### src/mcaux_pkg.sv
// Constants, instruction codes and backdoor address map for the microcore auxiliary functions.
// Assumes the sequencer decodes microcode into one mcaux_op_t per cycle.
package mcaux_pkg;

    // Outputs: high sides occupy the low bits, then the low sides
    localparam int NUM_HS  = 5;
    localparam int NUM_LS  = 7;
    localparam int NUM_OUT = NUM_HS + NUM_LS;
    localparam int LS7_IDX = NUM_HS + 6;

    // Threshold converters: four current converters plus the boost converter
    localparam int NUM_DAC   = 4;
    localparam int BOOST_IDX = 4;
    localparam int NUM_CACC  = 5;

    // Field layouts of the filtered registers
    localparam int THR_W  = 3;
    localparam int SLEW_W = 2;
    localparam int FILT_W = 8;

    // Reset values and the full write mask
    localparam logic [15:0] FLAGS_RST  = 16'hFFFF;
    localparam logic [15:0] FULL_MASK  = 16'hFFFF;
    localparam logic [15:0] STATUS_RST = 16'h0000;

    // Low eight bits of backdoor register addresses, both filtered and blocked
    localparam logic [7:0] ADDR_VDS_HS    = 8'h8A;
    localparam logic [7:0] ADDR_VSRC_HS   = 8'h8B;
    localparam logic [7:0] ADDR_VDS_LS1   = 8'h8C;
    localparam logic [7:0] ADDR_VDS_LS2   = 8'h8D;
    localparam logic [7:0] ADDR_HS_SLEW   = 8'h8E;
    localparam logic [7:0] ADDR_LS_SLEW   = 8'h8F;
    localparam logic [7:0] ADDR_BIAS      = 8'h88;
    localparam logic [7:0] ADDR_CFILT12   = 8'h98;
    localparam logic [7:0] ADDR_CFILT34L  = 8'h99;
    localparam logic [7:0] ADDR_CFILT4H4N = 8'h9A;
    localparam logic [7:0] ADDR_BOOST_DAC = 8'h9B;
    localparam logic [7:0] ADDR_BOOST_FLT = 8'h9D;
    localparam logic [7:0] ADDR_DAC_FIRST = 8'h90;
    localparam logic [7:0] ADDR_DAC_LAST  = 8'h94;

    // Instruction codes seen by the auxiliary block
    typedef enum logic [4:0] {
        OP_NOP       = 5'h00,
        OP_ENDIAG    = 5'h01,
        OP_STFLAG    = 5'h02,
        OP_STIRQ     = 5'h03,
        OP_JSR       = 5'h04,
        OP_STOC      = 5'h05,
        OP_STGN      = 5'h06,
        OP_STADC     = 5'h07,
        OP_ST_WORD   = 5'h08,
        OP_ST_BIT    = 5'h09,
        OP_SLSA      = 5'h0A,
        OP_LD_BDADDR = 5'h0B,
        OP_LD_BDDATA = 5'h0C,
        OP_RDSPI     = 5'h0D,
        OP_WRSPI     = 5'h0E,
        OP_DCDC      = 5'h0F,
        OP_EOA       = 5'h10
    } mcaux_op_t;

    // Backdoor sequencer, Gray along idle-read and idle-write
    typedef enum logic [1:0] {
        BD_IDLE  = 2'h0,
        BD_READ  = 2'h1,
        BD_WRITE = 2'h2
    } mcaux_bd_state_t;

endpackage : mcaux_pkg
### src/mcaux_bd_filter.sv
// Computes the writable-bit mask of a backdoor target from the core's access rights.
// Assumes the address is the low eight bits of the register address, held stable.
`timescale 1ns/1ps
module mcaux_bd_filter (
    // Target
    input  logic [7:0]                     addr,
    // Access rights of this core
    input  logic [mcaux_pkg::NUM_OUT-1:0]  out_acc,
    input  logic [mcaux_pkg::NUM_CACC-1:0] cur_acc,
    // Result
    output logic [15:0]                    wr_mask,
    output logic                           dac_blocked
);

    logic [15:0] m_vds_hs;
    logic [15:0] m_vds_ls1;
    logic [15:0] m_vds_ls2;
    logic [15:0] m_hs_slew;
    logic [15:0] m_ls_slew;
    logic [15:0] m_bias;

    genvar i;
    generate
        for (i = 0; i < mcaux_pkg::NUM_HS; i++) begin : g_hs
            assign m_vds_hs[i*mcaux_pkg::THR_W +: mcaux_pkg::THR_W]   = {mcaux_pkg::THR_W{out_acc[i]}};
            assign m_vds_ls1[i*mcaux_pkg::THR_W +: mcaux_pkg::THR_W]  = {mcaux_pkg::THR_W{out_acc[mcaux_pkg::NUM_HS+i]}};
            assign m_hs_slew[i*mcaux_pkg::SLEW_W +: mcaux_pkg::SLEW_W] = {mcaux_pkg::SLEW_W{out_acc[i]}};
        end
        for (i = 0; i < mcaux_pkg::NUM_LS; i++) begin : g_ls
            assign m_ls_slew[i*mcaux_pkg::SLEW_W +: mcaux_pkg::SLEW_W] = {mcaux_pkg::SLEW_W{out_acc[mcaux_pkg::NUM_HS+i]}};
        end
    endgenerate
    assign m_vds_hs[15]   = 1'b0;
    assign m_vds_ls1[15]  = 1'b0;
    assign m_vds_ls2      = {10'h000, {3{out_acc[mcaux_pkg::NUM_HS+6]}}, {3{out_acc[mcaux_pkg::NUM_HS+5]}}};
    assign m_hs_slew[15:10] = 6'h00;
    assign m_ls_slew[15:14] = 2'h0;
    assign m_bias         = {4'h0, out_acc};

    wire [15:0] m_f12  = {{8{cur_acc[1]}}, {8{cur_acc[0]}}};
    wire [15:0] m_f34  = {{8{cur_acc[3]}}, {8{cur_acc[2]}}};
    wire [15:0] m_f4hn = {16{cur_acc[3]}};
    wire [15:0] m_bflt = {16{cur_acc[mcaux_pkg::BOOST_IDX]}};

    // Threshold converters, boost included, are never reachable
    assign dac_blocked = (addr >= mcaux_pkg::ADDR_DAC_FIRST && addr <= mcaux_pkg::ADDR_DAC_LAST)
                       || addr == mcaux_pkg::ADDR_BOOST_DAC;

    assign wr_mask = dac_blocked                             ? 16'h0000 :
                     (addr == mcaux_pkg::ADDR_VDS_HS ||
                      addr == mcaux_pkg::ADDR_VSRC_HS)       ? m_vds_hs :
                     (addr == mcaux_pkg::ADDR_VDS_LS1)       ? m_vds_ls1 :
                     (addr == mcaux_pkg::ADDR_VDS_LS2)       ? m_vds_ls2 :
                     (addr == mcaux_pkg::ADDR_HS_SLEW)       ? m_hs_slew :
                     (addr == mcaux_pkg::ADDR_LS_SLEW)       ? m_ls_slew :
                     (addr == mcaux_pkg::ADDR_BIAS)          ? m_bias :
                     (addr == mcaux_pkg::ADDR_CFILT12)       ? m_f12 :
                     (addr == mcaux_pkg::ADDR_CFILT34L)      ? m_f34 :
                     (addr == mcaux_pkg::ADDR_CFILT4H4N)     ? m_f4hn :
                     (addr == mcaux_pkg::ADDR_BOOST_FLT)     ? m_bflt :
                     mcaux_pkg::FULL_MASK;

endmodule : mcaux_bd_filter

### src/mcaux_core.sv
// Auxiliary execution functions of one microcore: diagnosis, flags, irq, subroutine store,
// current measure control, status bits, register backdoor, DC-DC and end-of-actuation modes.
// Assumes one decoded instruction per cycle from the sequencer, all inputs synchronous to clk.
// Function
// - Diagnosis enable changes only outputs this core may drive.
// - Each core drives a sixteen-bit flag bus set by instruction.
// - Flags of all four cores merge per combining configuration.
// - Flags active low, reset to one, held at one while core unlocked.
// - Interrupt-set instruction drives the interrupt request and its pin.
// - Jump to subroutine stores the program counter in the auxiliary register.
// - Offset compensation switch applies to the first four threshold converters only.
// - Fourth high converter reuses fourth low offset; negative one gets none.
// - Gain-set instruction changes the shunt amplifier gain.
// - Conversion request enters conversion mode, disabling threshold comparisons.
// - Status writes set the whole sixteen-bit word or one selected bit.
// - Backdoor address comes from backdoor address register or index register.
// - Backdoor reaches every register-mapped target except code and data memory and the threshold converter registers.
// - Backdoor read returns target data into the backdoor data register.
// - Backdoor write sends backdoor data to the addressed register.
// - Backdoor operations take two cycles; address and data held meanwhile.
// - Unused backdoor address and data registers serve as spare storage.
// - Backdoor write discarded if target locked when the request issues.
// - Threshold, edge rate and bias writes touch only permitted driver fields.
// - Filter writes touch only setups of permitted converters.
// - Threshold converter registers, boost included, are unreachable by backdoor.
// - DC-DC mode enabled only with rights to the seventh low-side output.
// - End-of-actuation mode may also force the high-side source threshold to zero.
`timescale 1ns/1ps
module mcaux_core #(
    parameter int PC_W   = 10,
    parameter int GAIN_W = 2
) (
    // Clock and reset
    input  logic                           clk,
    input  logic                           reset,
    // Decoded instruction
    input  logic                           instr_valid,
    input  mcaux_pkg::mcaux_op_t           instr_op,
    input  logic [15:0]                    instr_data,
    input  logic [3:0]                     instr_bit_sel,
    // Sequencer context
    input  logic [PC_W-1:0]                program_counter,
    input  logic [7:0]                     index_register,
    input  logic                           core_unlocked,
    // Access configuration
    input  logic [mcaux_pkg::NUM_OUT-1:0]  output_access_config,
    input  logic [mcaux_pkg::NUM_CACC-1:0] cur_access_config,
    // Flags
    input  logic [47:0]                    other_flags,
    input  logic [15:0]                    flag_combine_sel,
    output logic [15:0]                    own_flags,
    output logic [15:0]                    flag_bus,
    // Diagnosis and interrupt
    output logic [mcaux_pkg::NUM_OUT-1:0]  diag_enable,
    output logic                           interrupt_request_pin_n,
    output logic [PC_W-1:0]                aux_reg,
    // Current measure control
    output logic [mcaux_pkg::NUM_DAC-1:0]  offset_comp_en,
    output logic                           offset_recover_4h,
    output logic                           offset_comp_4neg,
    output logic [GAIN_W-1:0]              gain_sel,
    output logic                           adc_mode,
    output logic                           threshold_compare_en,
    // Status and configuration
    output logic [15:0]                    status_bits,
    output logic                           dcdc_mode,
    output logic                           eoa_mode,
    output logic                           vsrc_force_zero,
    // Backdoor storage
    output logic                           bd_addr_src_index,
    output logic [7:0]                     spi_addr,
    output logic [15:0]                    spi_data,
    output logic                           bd_busy,
    // Backdoor register port
    output logic [7:0]                     bd_addr,
    output logic                           bd_rd_en,
    input  logic [15:0]                    bd_rd_data,
    input  logic                           bd_target_locked,
    output logic                           bd_wr_en,
    output logic [15:0]                    bd_wr_data,
    output logic [15:0]                    bd_wr_mask
);

    // Instruction decode
    wire is_op     = instr_valid;
    wire op_endiag = is_op && instr_op == mcaux_pkg::OP_ENDIAG;
    wire op_flag   = is_op && instr_op == mcaux_pkg::OP_STFLAG;
    wire op_irq    = is_op && instr_op == mcaux_pkg::OP_STIRQ;
    wire op_jsr    = is_op && instr_op == mcaux_pkg::OP_JSR;
    wire op_oc     = is_op && instr_op == mcaux_pkg::OP_STOC;
    wire op_gain   = is_op && instr_op == mcaux_pkg::OP_STGN;
    wire op_adc    = is_op && instr_op == mcaux_pkg::OP_STADC;
    wire op_sword  = is_op && instr_op == mcaux_pkg::OP_ST_WORD;
    wire op_sbit   = is_op && instr_op == mcaux_pkg::OP_ST_BIT;
    wire op_slsa   = is_op && instr_op == mcaux_pkg::OP_SLSA;
    wire op_dcdc   = is_op && instr_op == mcaux_pkg::OP_DCDC;
    wire op_eoa    = is_op && instr_op == mcaux_pkg::OP_EOA;
    // Loads and requests are refused while the backdoor runs, keeping its operands steady
    wire op_ldaddr = is_op && instr_op == mcaux_pkg::OP_LD_BDADDR && !bd_busy;
    wire op_lddata = is_op && instr_op == mcaux_pkg::OP_LD_BDDATA && !bd_busy;
    wire op_rd     = is_op && instr_op == mcaux_pkg::OP_RDSPI && !bd_busy;
    wire op_wr     = is_op && instr_op == mcaux_pkg::OP_WRSPI && !bd_busy;

    // Simple control registers
    logic [mcaux_pkg::NUM_OUT-1:0] diag_reg;
    logic [15:0]                   flags_reg;
    logic                          irq_n_reg;
    logic [PC_W-1:0]               aux_reg_q;
    logic [mcaux_pkg::NUM_DAC-1:0] oc_reg;
    logic [GAIN_W-1:0]             gain_reg;
    logic                          adc_reg;
    logic [15:0]                   status_reg;
    logic                          dcdc_reg;
    logic                          eoa_reg;
    logic                          eoa_auto_reg;
    logic                          src_idx_reg;

    wire [mcaux_pkg::NUM_OUT-1:0] diag_next =
        (diag_reg & ~output_access_config) | (instr_data[mcaux_pkg::NUM_OUT-1:0] & output_access_config);
    wire [15:0] bit_onehot  = 16'h0001 << instr_bit_sel;
    wire [15:0] status_bitv = instr_data[0] ? (status_reg | bit_onehot) : (status_reg & ~bit_onehot);
    wire        dcdc_ok     = output_access_config[mcaux_pkg::LS7_IDX];

    always_ff @(posedge clk) begin
        if (reset) begin
            diag_reg     <= '0;
            flags_reg    <= mcaux_pkg::FLAGS_RST;
            irq_n_reg    <= 1'b1;
            aux_reg_q    <= '0;
            oc_reg       <= '0;
            gain_reg     <= '0;
            adc_reg      <= 1'b0;
            status_reg   <= mcaux_pkg::STATUS_RST;
            dcdc_reg     <= 1'b0;
            eoa_reg      <= 1'b0;
            eoa_auto_reg <= 1'b0;
            src_idx_reg  <= 1'b0;
        end else begin
            if (op_endiag) diag_reg <= diag_next;
            if (op_flag) flags_reg <= instr_data;
            if (op_irq) irq_n_reg <= ~instr_data[0];
            if (op_jsr) aux_reg_q <= program_counter;
            if (op_oc) oc_reg <= instr_data[mcaux_pkg::NUM_DAC-1:0];
            if (op_gain) gain_reg <= instr_data[GAIN_W-1:0];
            if (op_adc) adc_reg <= instr_data[0];
            if (op_sword) status_reg <= instr_data;
            else if (op_sbit) status_reg <= status_bitv;
            if (op_dcdc && dcdc_ok) dcdc_reg <= instr_data[0];
            if (op_eoa) begin
                eoa_reg      <= instr_data[0];
                eoa_auto_reg <= instr_data[1];
            end
            if (op_slsa) src_idx_reg <= instr_data[0];
        end
    end

    // Flags: unlocked core stays inactive so others are undisturbed
    wire [15:0] own_eff = core_unlocked ? mcaux_pkg::FLAGS_RST : flags_reg;
    wire [15:0] merged;
    logic [15:0] flag_bus_reg;

    mcaux_flag_merge #(
        .FLAG_W (16)
    ) u_merge (
        .own_flags    (own_eff),
        .other_flags  (other_flags),
        .combine_sel  (flag_combine_sel),
        .merged_flags (merged)
    );

    always_ff @(posedge clk) begin
        if (reset) flag_bus_reg <= mcaux_pkg::FLAGS_RST;
        else flag_bus_reg <= merged;
    end

    // Backdoor
    mcaux_pkg::mcaux_bd_state_t bd_state_reg;
    mcaux_pkg::mcaux_bd_state_t bd_state_next;
    logic [7:0]  spi_addr_reg;
    logic [15:0] spi_data_reg;
    logic [7:0]  bd_addr_reg;
    logic [15:0] bd_mask_reg;
    logic        bd_locked_reg;
    logic        bd_blocked_reg;

    wire [7:0]  bd_addr_sel = src_idx_reg ? index_register : spi_addr_reg;
    wire [15:0] filt_mask;
    wire        filt_blocked;

    // Addresses are eight bits wide, so code and data memory cannot be named here
    mcaux_bd_filter u_filter (
        .addr        (bd_addr_sel),
        .out_acc     (output_access_config),
        .cur_acc     (cur_access_config),
        .wr_mask     (filt_mask),
        .dac_blocked (filt_blocked)
    );

    always_comb begin
        bd_state_next = bd_state_reg;
        unique case (bd_state_reg)
            mcaux_pkg::BD_IDLE: begin
                if (op_rd) bd_state_next = mcaux_pkg::BD_READ;
                else if (op_wr) bd_state_next = mcaux_pkg::BD_WRITE;
            end
            mcaux_pkg::BD_READ:  bd_state_next = mcaux_pkg::BD_IDLE;
            mcaux_pkg::BD_WRITE: bd_state_next = mcaux_pkg::BD_IDLE;
            default:             bd_state_next = mcaux_pkg::BD_IDLE;
        endcase
    end

    wire in_read  = bd_state_reg == mcaux_pkg::BD_READ;
    wire in_write = bd_state_reg == mcaux_pkg::BD_WRITE;

    always_ff @(posedge clk) begin
        if (reset) begin
            bd_state_reg   <= mcaux_pkg::BD_IDLE;
            spi_addr_reg   <= '0;
            spi_data_reg   <= '0;
            bd_addr_reg    <= '0;
            bd_mask_reg    <= '0;
            bd_locked_reg  <= 1'b0;
            bd_blocked_reg <= 1'b0;
        end else begin
            bd_state_reg <= bd_state_next;
            if (op_ldaddr) spi_addr_reg <= instr_data[7:0];
            if (op_lddata) spi_data_reg <= instr_data;
            else if (in_read) spi_data_reg <= bd_blocked_reg ? 16'h0000 : bd_rd_data;
            if (op_rd || op_wr) begin
                bd_addr_reg    <= bd_addr_sel;
                bd_mask_reg    <= filt_mask;
                bd_locked_reg  <= op_wr && bd_target_locked;
                bd_blocked_reg <= filt_blocked;
            end
        end
    end

    // Outputs
    assign bd_busy   = bd_state_reg != mcaux_pkg::BD_IDLE;
    assign bd_addr   = bd_addr_reg;
    assign bd_rd_en  = in_read && !bd_blocked_reg;
    assign bd_wr_en  = in_write && !bd_locked_reg && !bd_blocked_reg;
    assign bd_wr_data = spi_data_reg;
    assign bd_wr_mask = bd_mask_reg;

    assign own_flags               = own_eff;
    assign flag_bus                = flag_bus_reg;
    assign diag_enable             = diag_reg;
    assign interrupt_request_pin_n = irq_n_reg;
    assign aux_reg                 = aux_reg_q;
    assign offset_comp_en          = oc_reg;
    assign offset_recover_4h       = oc_reg[mcaux_pkg::NUM_DAC-1];
    assign offset_comp_4neg        = 1'b0;
    assign gain_sel                = gain_reg;
    assign adc_mode                = adc_reg;
    assign threshold_compare_en    = !adc_reg;
    assign status_bits             = status_reg;
    assign dcdc_mode               = dcdc_reg;
    assign eoa_mode                = eoa_reg;
    assign vsrc_force_zero         = eoa_reg && eoa_auto_reg;
    assign bd_addr_src_index       = src_idx_reg;
    assign spi_addr                = spi_addr_reg;
    assign spi_data                = spi_data_reg;

    // Checks
    property p_diag_keep;
        @(posedge clk) disable iff (reset)
        op_endiag |=> ((diag_enable & ~$past(output_access_config)) == ($past(diag_enable) & ~$past(output_access_config)));
    endproperty
    a_diag_keep: assert property (p_diag_keep) else $error("diag changed on a foreign output");

    property p_flag_unlocked;
        @(posedge clk) disable iff (reset)
        (core_unlocked && flag_combine_sel == 16'h0000) |=> flag_bus == 16'hFFFF;
    endproperty
    a_flag_unlocked: assert property (p_flag_unlocked) else $error("unlocked core drove an active flag");

    property p_irq_set;
        @(posedge clk) disable iff (reset)
        op_irq |=> interrupt_request_pin_n == !$past(instr_data[0]);
    endproperty
    a_irq_set: assert property (p_irq_set) else $error("irq pin does not follow parameter");

    property p_jsr_store;
        @(posedge clk) disable iff (reset)
        op_jsr |=> aux_reg == $past(program_counter);
    endproperty
    a_jsr_store: assert property (p_jsr_store) else $error("return address not stored");

    property p_adc_mode;
        @(posedge clk) disable iff (reset)
        (op_adc && instr_data[0]) |=> adc_mode && !threshold_compare_en;
    endproperty
    a_adc_mode: assert property (p_adc_mode) else $error("comparisons active in conversion mode");

    property p_bd_two_cycles;
        @(posedge clk) disable iff (reset)
        (op_rd || op_wr) |=> bd_busy ##1 !bd_busy;
    endproperty
    a_bd_two_cycles: assert property (p_bd_two_cycles) else $error("backdoor op not two cycles");

    property p_wr_locked;
        @(posedge clk) disable iff (reset)
        (op_wr && bd_target_locked) |=> !bd_wr_en [*2];
    endproperty
    a_wr_locked: assert property (p_wr_locked) else $error("write to locked register");

    property p_dcdc_rights;
        @(posedge clk) disable iff (reset)
        (op_dcdc && !dcdc_ok) |=> $stable(dcdc_mode);
    endproperty
    a_dcdc_rights: assert property (p_dcdc_rights) else $error("dcdc changed without rights");

    property p_rd_result;
        @(posedge clk) disable iff (reset)
        (in_read && !bd_blocked_reg) |=> spi_data == $past(bd_rd_data);
    endproperty
    a_rd_result: assert property (p_rd_result) else $error("read result not captured");

    property p_dac_blocked;
        @(posedge clk) disable iff (reset)
        (op_wr && filt_blocked) |=> !bd_wr_en && bd_wr_mask == 16'h0000;
    endproperty
    a_dac_blocked: assert property (p_dac_blocked) else $error("threshold converter reached");

endmodule : mcaux_core

### src/mcaux_flag_merge.sv
// Merges the flag buses of all four microcores into one bus.
// Assumes every source is active low and already forced high when its core is unlocked.
`timescale 1ns/1ps
module mcaux_flag_merge #(
    parameter int FLAG_W = 16
) (
    // Flag sources
    input  logic [FLAG_W-1:0]   own_flags,
    input  logic [3*FLAG_W-1:0] other_flags,
    // Combining configuration: 1 merges all cores, 0 keeps the own core
    input  logic [FLAG_W-1:0]   combine_sel,
    // Result
    output logic [FLAG_W-1:0]   merged_flags
);

    genvar b;
    generate
        for (b = 0; b < FLAG_W; b++) begin : g_bit
            // Active low, so an AND lets any core pull the flag
            wire all_low = own_flags[b] & other_flags[b] & other_flags[FLAG_W+b] & other_flags[2*FLAG_W+b];
            assign merged_flags[b] = combine_sel[b] ? all_low : own_flags[b];
        end
    endgenerate

endmodule : mcaux_flag_merge

### config.mk
export PLATFORM = sky130hd
export DESIGN_NAME = mcaux_core
export DESIGN_NICKNAME = d
export VERILOG_FILES = /design/src/mcaux_pkg.sv /design/src/mcaux_bd_filter.sv /design/src/mcaux_core.sv /design/src/mcaux_flag_merge.sv
export SDC_FILE = /design/constraint.sdc
export NUM_CORES = 1
export LEC_CHECK = 0
export BUFFER_PORTS_ARGS = -buffer_cell sky130_fd_sc_hd__buf_2
export CORE_AREA = 2 2 116 118
export CTS_CLUSTER_DIAMETER = 120
export DETAILED_ROUTE_END_ITERATION = 8
export DIE_AREA = 0 0 118 120
export GPL_ROUTABILITY_DRIVEN = 1
export PLACE_DENSITY = 0.9
export REMOVE_ABC_BUFFERS = 1
export SKIP_CTS_REPAIR_TIMING = 1
export SYNTH_ARGS = -nofsm -noshare
export SYNTH_HDL_FRONTEND = slang
export SYNTH_SLANG_ARGS = --single-unit
export TNS_END_PERCENT = 5
### constraint.sdc
create_clock -name clk -period 3.85 [get_ports clk]
set_clock_uncertainty 0.05 [all_clocks]
set_input_delay 0.385 -clock clk [delete_from_list [all_inputs] [get_ports clk]]
set_output_delay 0.385 -clock clk [all_outputs]
set_load 0.02 [all_outputs]
Word level (Yosys, flattened, before mapping). Index checks and enable logic that the tools add are counted.

Output and inout port bits: 152. Word-level logic and storage cells: 189. Register bits after elaboration: 134. Bits of input ports: 145.

Magnitude comparators: 2. Reductions and logical operators: 41. Mux-type cells: 37. Bitwise operators: 57. Equal/unequal tests: 30. Shift-type cells: 1.

Operators by type and width (number): $mux 16 (18); $eq 8x8->1 const B (12); $and 1x1->1 (48); $eq 5x4->1 const B (8); $logic_and 1x1->1 (27); $and 12x12->12 (2); $eq 5x3->1 const B (4); $mux 1 (18); $and 16x16->16 (1); $not 16->16 (1); $or 16x16->16 (1); $shl 1x4->16 const A (1); $not 12->12 (1); $or 12x12->12 (1); $eq 5x2->1 const B (2); $ge 8x8->1 const B (1); $le 8x8->1 const B (1); $mux 8 (1); $reduce_bool 2->1 (4); $eq 5x1->1 const B (1); $eq 5x5->1 const B (1); $logic_not 1->1 (4); $logic_or 1x1->1 (3); $reduce_or 3->1 (1); 5 further kinds (6).

Logic depth before layout (Yosys ltp).
Depth in word-level cells: 13. Gate-level depth with buffers: 9. Mapped depth without buffers: 6.

By module. A second synthesis with hierarchy kept.

Cell total of the unflattened synthesis: 826. Area, all modules: 6839.1 µm².

By module, submodules not included: mcaux_core (times used 1, area each 5811.8 µm², sequential area each 2682.6 µm², cells each 675); mcaux_bd_filter (times used 1, area each 827.0 µm², sequential area each 0.0 µm², cells each 119); mcaux_flag_merge (times used 1, area each 200.2 µm², sequential area each 0.0 µm², cells each 32).

Least setup slack after synthesis. Ideal clock, no wire load.

Kind: flip-flop to flip-flop. Start point: reg src_idx_reg (netlist: bd_addr_src_index). End point: reg bd_mask_reg[10] (netlist: bd_wr_mask[10]). Stages on the path, launching flop included: 8. Slack: 1.512 ns. Setup time: 0.087 ns. Data required time: 3.713 ns. Buffers on the path: 2. Period minus slack after synthesis: 2.338 ns. Arrival: 2.201 ns. Cell sequence: dfxtp_1 buf_6 buf_2 nand3b_1 a222oi_1 a32oi_1 or3_4 o31ai_1.

Word-level cells in the longest chain between the ends: 13. Elaborated cells on any way between the ends: 29. Classes of those cells: order compare: 2; eq/ne: 12; mux: 12; reduce/logical: 3.

Ends and longest elaborated chain: from (decl) (RTL line mcaux_core.sv:116) `logic src_idx_reg;`; from (signal assigned) (RTL line mcaux_core.sv:153) `if (op_slsa) src_idx_reg <= instr_data[0];`; $mux 8 * (RTL line mcaux_core.sv:186) `wire [7:0] bd_addr_sel = src_idx_reg ? index_register : spi_addr_reg;`; $eq 8x8->1 (RTL line mcaux_bd_filter.sv:60) `(addr == mcaux_pkg::ADDR_BOOST_FLT) ? m_bflt :`; $mux 16 (RTL line mcaux_bd_filter.sv:60); $mux 16 (RTL line mcaux_bd_filter.sv:59) `(addr == mcaux_pkg::ADDR_CFILT4H4N) ? m_f4hn :`; $mux 16 (RTL line mcaux_bd_filter.sv:58) `(addr == mcaux_pkg::ADDR_CFILT34L) ? m_f34 :`; $mux 16 (RTL line mcaux_bd_filter.sv:57) `(addr == mcaux_pkg::ADDR_CFILT12) ? m_f12 :`; $mux 16 (RTL line mcaux_bd_filter.sv:56) `(addr == mcaux_pkg::ADDR_BIAS) ? m_bias :`; $mux 16 (RTL line mcaux_bd_filter.sv:55) `(addr == mcaux_pkg::ADDR_LS_SLEW) ? m_ls_slew :`; $mux 16 (RTL line mcaux_bd_filter.sv:54) `(addr == mcaux_pkg::ADDR_HS_SLEW) ? m_hs_slew :`; $mux 16 (RTL line mcaux_bd_filter.sv:53) `(addr == mcaux_pkg::ADDR_VDS_LS2) ? m_vds_ls2 :`; $mux 16 (RTL line mcaux_bd_filter.sv:52) `(addr == mcaux_pkg::ADDR_VDS_LS1) ? m_vds_ls1 :`; $mux 16 (RTL line mcaux_bd_filter.sv:51) `addr == mcaux_pkg::ADDR_VSRC_HS) ? m_vds_hs :`; $mux 16 * (RTL line mcaux_bd_filter.sv:49) `assign wr_mask = dac_blocked ? 16'h0000 :`; to (signal assigned) (RTL line mcaux_core.sv:231) `bd_mask_reg <= filt_mask;`; to (decl) (RTL line mcaux_core.sv:182) `logic [15:0] bd_mask_reg;`.

Every way passes the cells marked *; elsewhere a longest branch is shown, timed or not. A chain may end at the register's enable or synchronous reset.

Final worst setup path.
Start point: reg src_idx_reg (netlist: bd_addr_src_index). End point: reg bd_mask_reg[11] (netlist: bd_wr_mask[11]).

The elaborated chain is that of the path after synthesis.

==> flow_summary.ini <==
[worst_setup_path]
worstPathMaxFanout = 20
cpPeakStageDelay_ns = 0.68
worstPathRequired_ns = 4.13
start_kind = flip-flop
path_buf_inv = 1
slowest_stage = a222oi_1
end_kind = flip-flop
path_class = flip-flop to flip-flop
path_delay_family = compound AO/OA/AOI/OAI gates
cp_cell_sequence = buf_4 > or3b_1 > a222oi_1 > a32oi_1 > or3_4 > o31ai_1
reg2reg_setup_slack_ns = 0.84
crit_arrival_ns = 3.29

[sta]
holdWs_ns = 0.1530
setup_viol = 0
tns_ns = 0
max_freq_mhz = 332.7
hold_viol_final = 0
period_share = 0.7807
rsz0062_at_grt = false
drv_slew = 0
relSlewSlack = 0.2054
tightest_slew_ns = 1.185
period_needed_ns = 3.006

[cts]
cts_buffers = 17
cts.sinks = 133
cts_tree = built
clk_pin_slew_ns = 0.06
cts.root.buffer_cell = clkbuf_16
h-tree-depth = 4
clkLatencyLatePin_ns = 0.41
clk_path_buf_depth = 2

[synthesis]
netlist.area_leader.share = 0.4242
synth_top_area_cell = dfxtp_1
synthesis.area_mm2 = 0.006276
synth_compound_area_frac = 0.1912
syn_area_per_cell_um2 = 8.046
ys_types = 59
netlist_instances = 780
synth_top_family_by_area = simple AND/OR/NAND/NOR gates
yosys.area_share.adder = 0
ys_seq_elements = 133
synth_xor_xnor_area_share = 0.001396
synth_mux_area_frac = 0.04346
synthFlopType = dfxtp_1
synth_area_leaders = dfxtp_1 42%, nand2_1 7.0%, nor2_1 5.9%
synth_edf_count = 0
seq_area_frac_synth = 0.4242
synthArstFlopShare = 0
yosysWarnings = 0
yosys.area_share.simple = 0.2761

[route]
finalWirelength_um = 22160
wl_per_cell_um = 18.03
drc_errors = 0
via_count = 6931
dr.first_iter.drc_count = 794
dr.pass1.iters = 5
vias_per_cell = 5.640
postRouteAntennaNets = 0

[pwr]
fin_total_pwr_mw = 3.591
ir_worst_vdd_mv = 0.2242
power.density_mw_per_mm2 = 427.4
leakage_nw = 3.908

[grt]
grt-ovfl-total = 0
grt_pass1_wl_um = 33510
use_met2 = 0.4913
grt_antenna_before_repair = 0
grt_max_degree = 72
gr-usage-all-layers = 0.3031
grt_pass1_vias = 6320
met1_usage = 0.3906
use_met3 = 0.06321
top_usage_layer = met2

[placed_design]
place.gp.congestion = 0.9371
port-buffer-count = 295
dpl.hpwl_um = 16050

[run]
cap_violations = 0

[die]
fp.dieArea_mm2 = 0.01416
design.portCount = 297
coreArea_mm2 = 0.01298
die_y_um = 120
die_w_um = 118
rows = 42
initial_core_util = 0.4835

[run_status]
status = complete, no violations

[cells_and_area]
final_util = 0.6474
synthToLayoutAreaGrowth_pct = 33.89
n_antenna_cell = 0
layout_commonest_cell = buf_2
nets = 1185
layout_common_cells = 294 x buf_2, 133 x dfxtp_1, 117 x nand2_1
drive_gt1_frac = 0.3419

[min_path]
min_path_type = primary input to flip-flop
-- worst paths after layout --
kind | cells after the start | startpoint | to
worst max register to register | 6 | bd_addr_src_index | bd_wr_mask[11]
worst min register to register | 2 | bd_wr_mask[10] | bd_wr_mask[10]
worst max-delay path | 6 | bd_addr_src_index | bd_wr_mask[11]
worst min-delay path | 3 | program_counter[4] | aux_reg[4]
-- report_power, final --
group	total, mW	switching (mW)	internal, mW	leakage [nW]
Combinational	0.320	0.202	0.118	2.51
Clock	1.86	0.631	1.22	0.322
Sequential	1.42	0.0132	1.40	1.08
Total	3.59	0.847	2.74	3.91
-- cells in the mapped netlist (4+ instances only) --
master / n
or3b_1: 5
nor3_1: 8
a211oi_1: 14
a21o_1: 18
nor2b_1: 7
o21ai_0: 24
nand2_1: 117
o31ai_1: 7
or2_2: 19
o22ai_1: 4
clkbuf_1: 37
mux2i_1: 25
a21oi_1: 49
inv_1: 21
nor3b_1: 5
buf_4: 19
a22o_1: 5
and2_1: 4
a222oi_1: 13
nand3b_1: 23
nor2_1: 98
o221ai_1: 17
dfxtp_1: 133
nand3_1: 52
-- logic make-up after synthesis --
family / Yosys count
AO/OA/AOI/OAI: 174
XOR/XNOR: 1
buffers and inverters: 82
AND/OR/NAND/NOR: 362
flip-flops: 133
other: 1
multiplexers: 27
-- worst reg2reg max path: cells and delay by family, from the launching register on --
kind / cells / cell delay [ns]
AO/OA/AOI/OAI: 3 / 1.21
buffers and inverters: 1 / 0.31
flip-flops: 1 / 0.53
AND/OR/NAND/NOR: 2 / 0.83
-- per-layer routing --
metal  vias up  share of wire
met5         -              0
met4         0          0.030
met3        56          0.081
met2       381           0.47
met1      3215           0.42
li1       3279              -
-- cell type report --
class                   instances  area [um2]
clock inverters                14       247.7
fillers                      1085        4577
multi-input cells             565        3233
flip-flops and latches        133        2663
repair buffers                302        1531
well taps                     176       220.2
inverters                      21       78.83
clock buffers                  18       429.2
-- through the flow --
step / instances / instance area, um2 / setup slack, ns
finish: 1229 / 8403 / 0.8441
global route: 1229 / 8403 / 0.6097
CTS: 1229 / 8403 / 0.8878
detailed placement: 1197 / 7726 / 0.9216
global placement: 1197 / 7726 / 0.9868
floorplan: 719 / 5959 / 1.110
No activity file was read; power rests on OpenSTA's default activity.
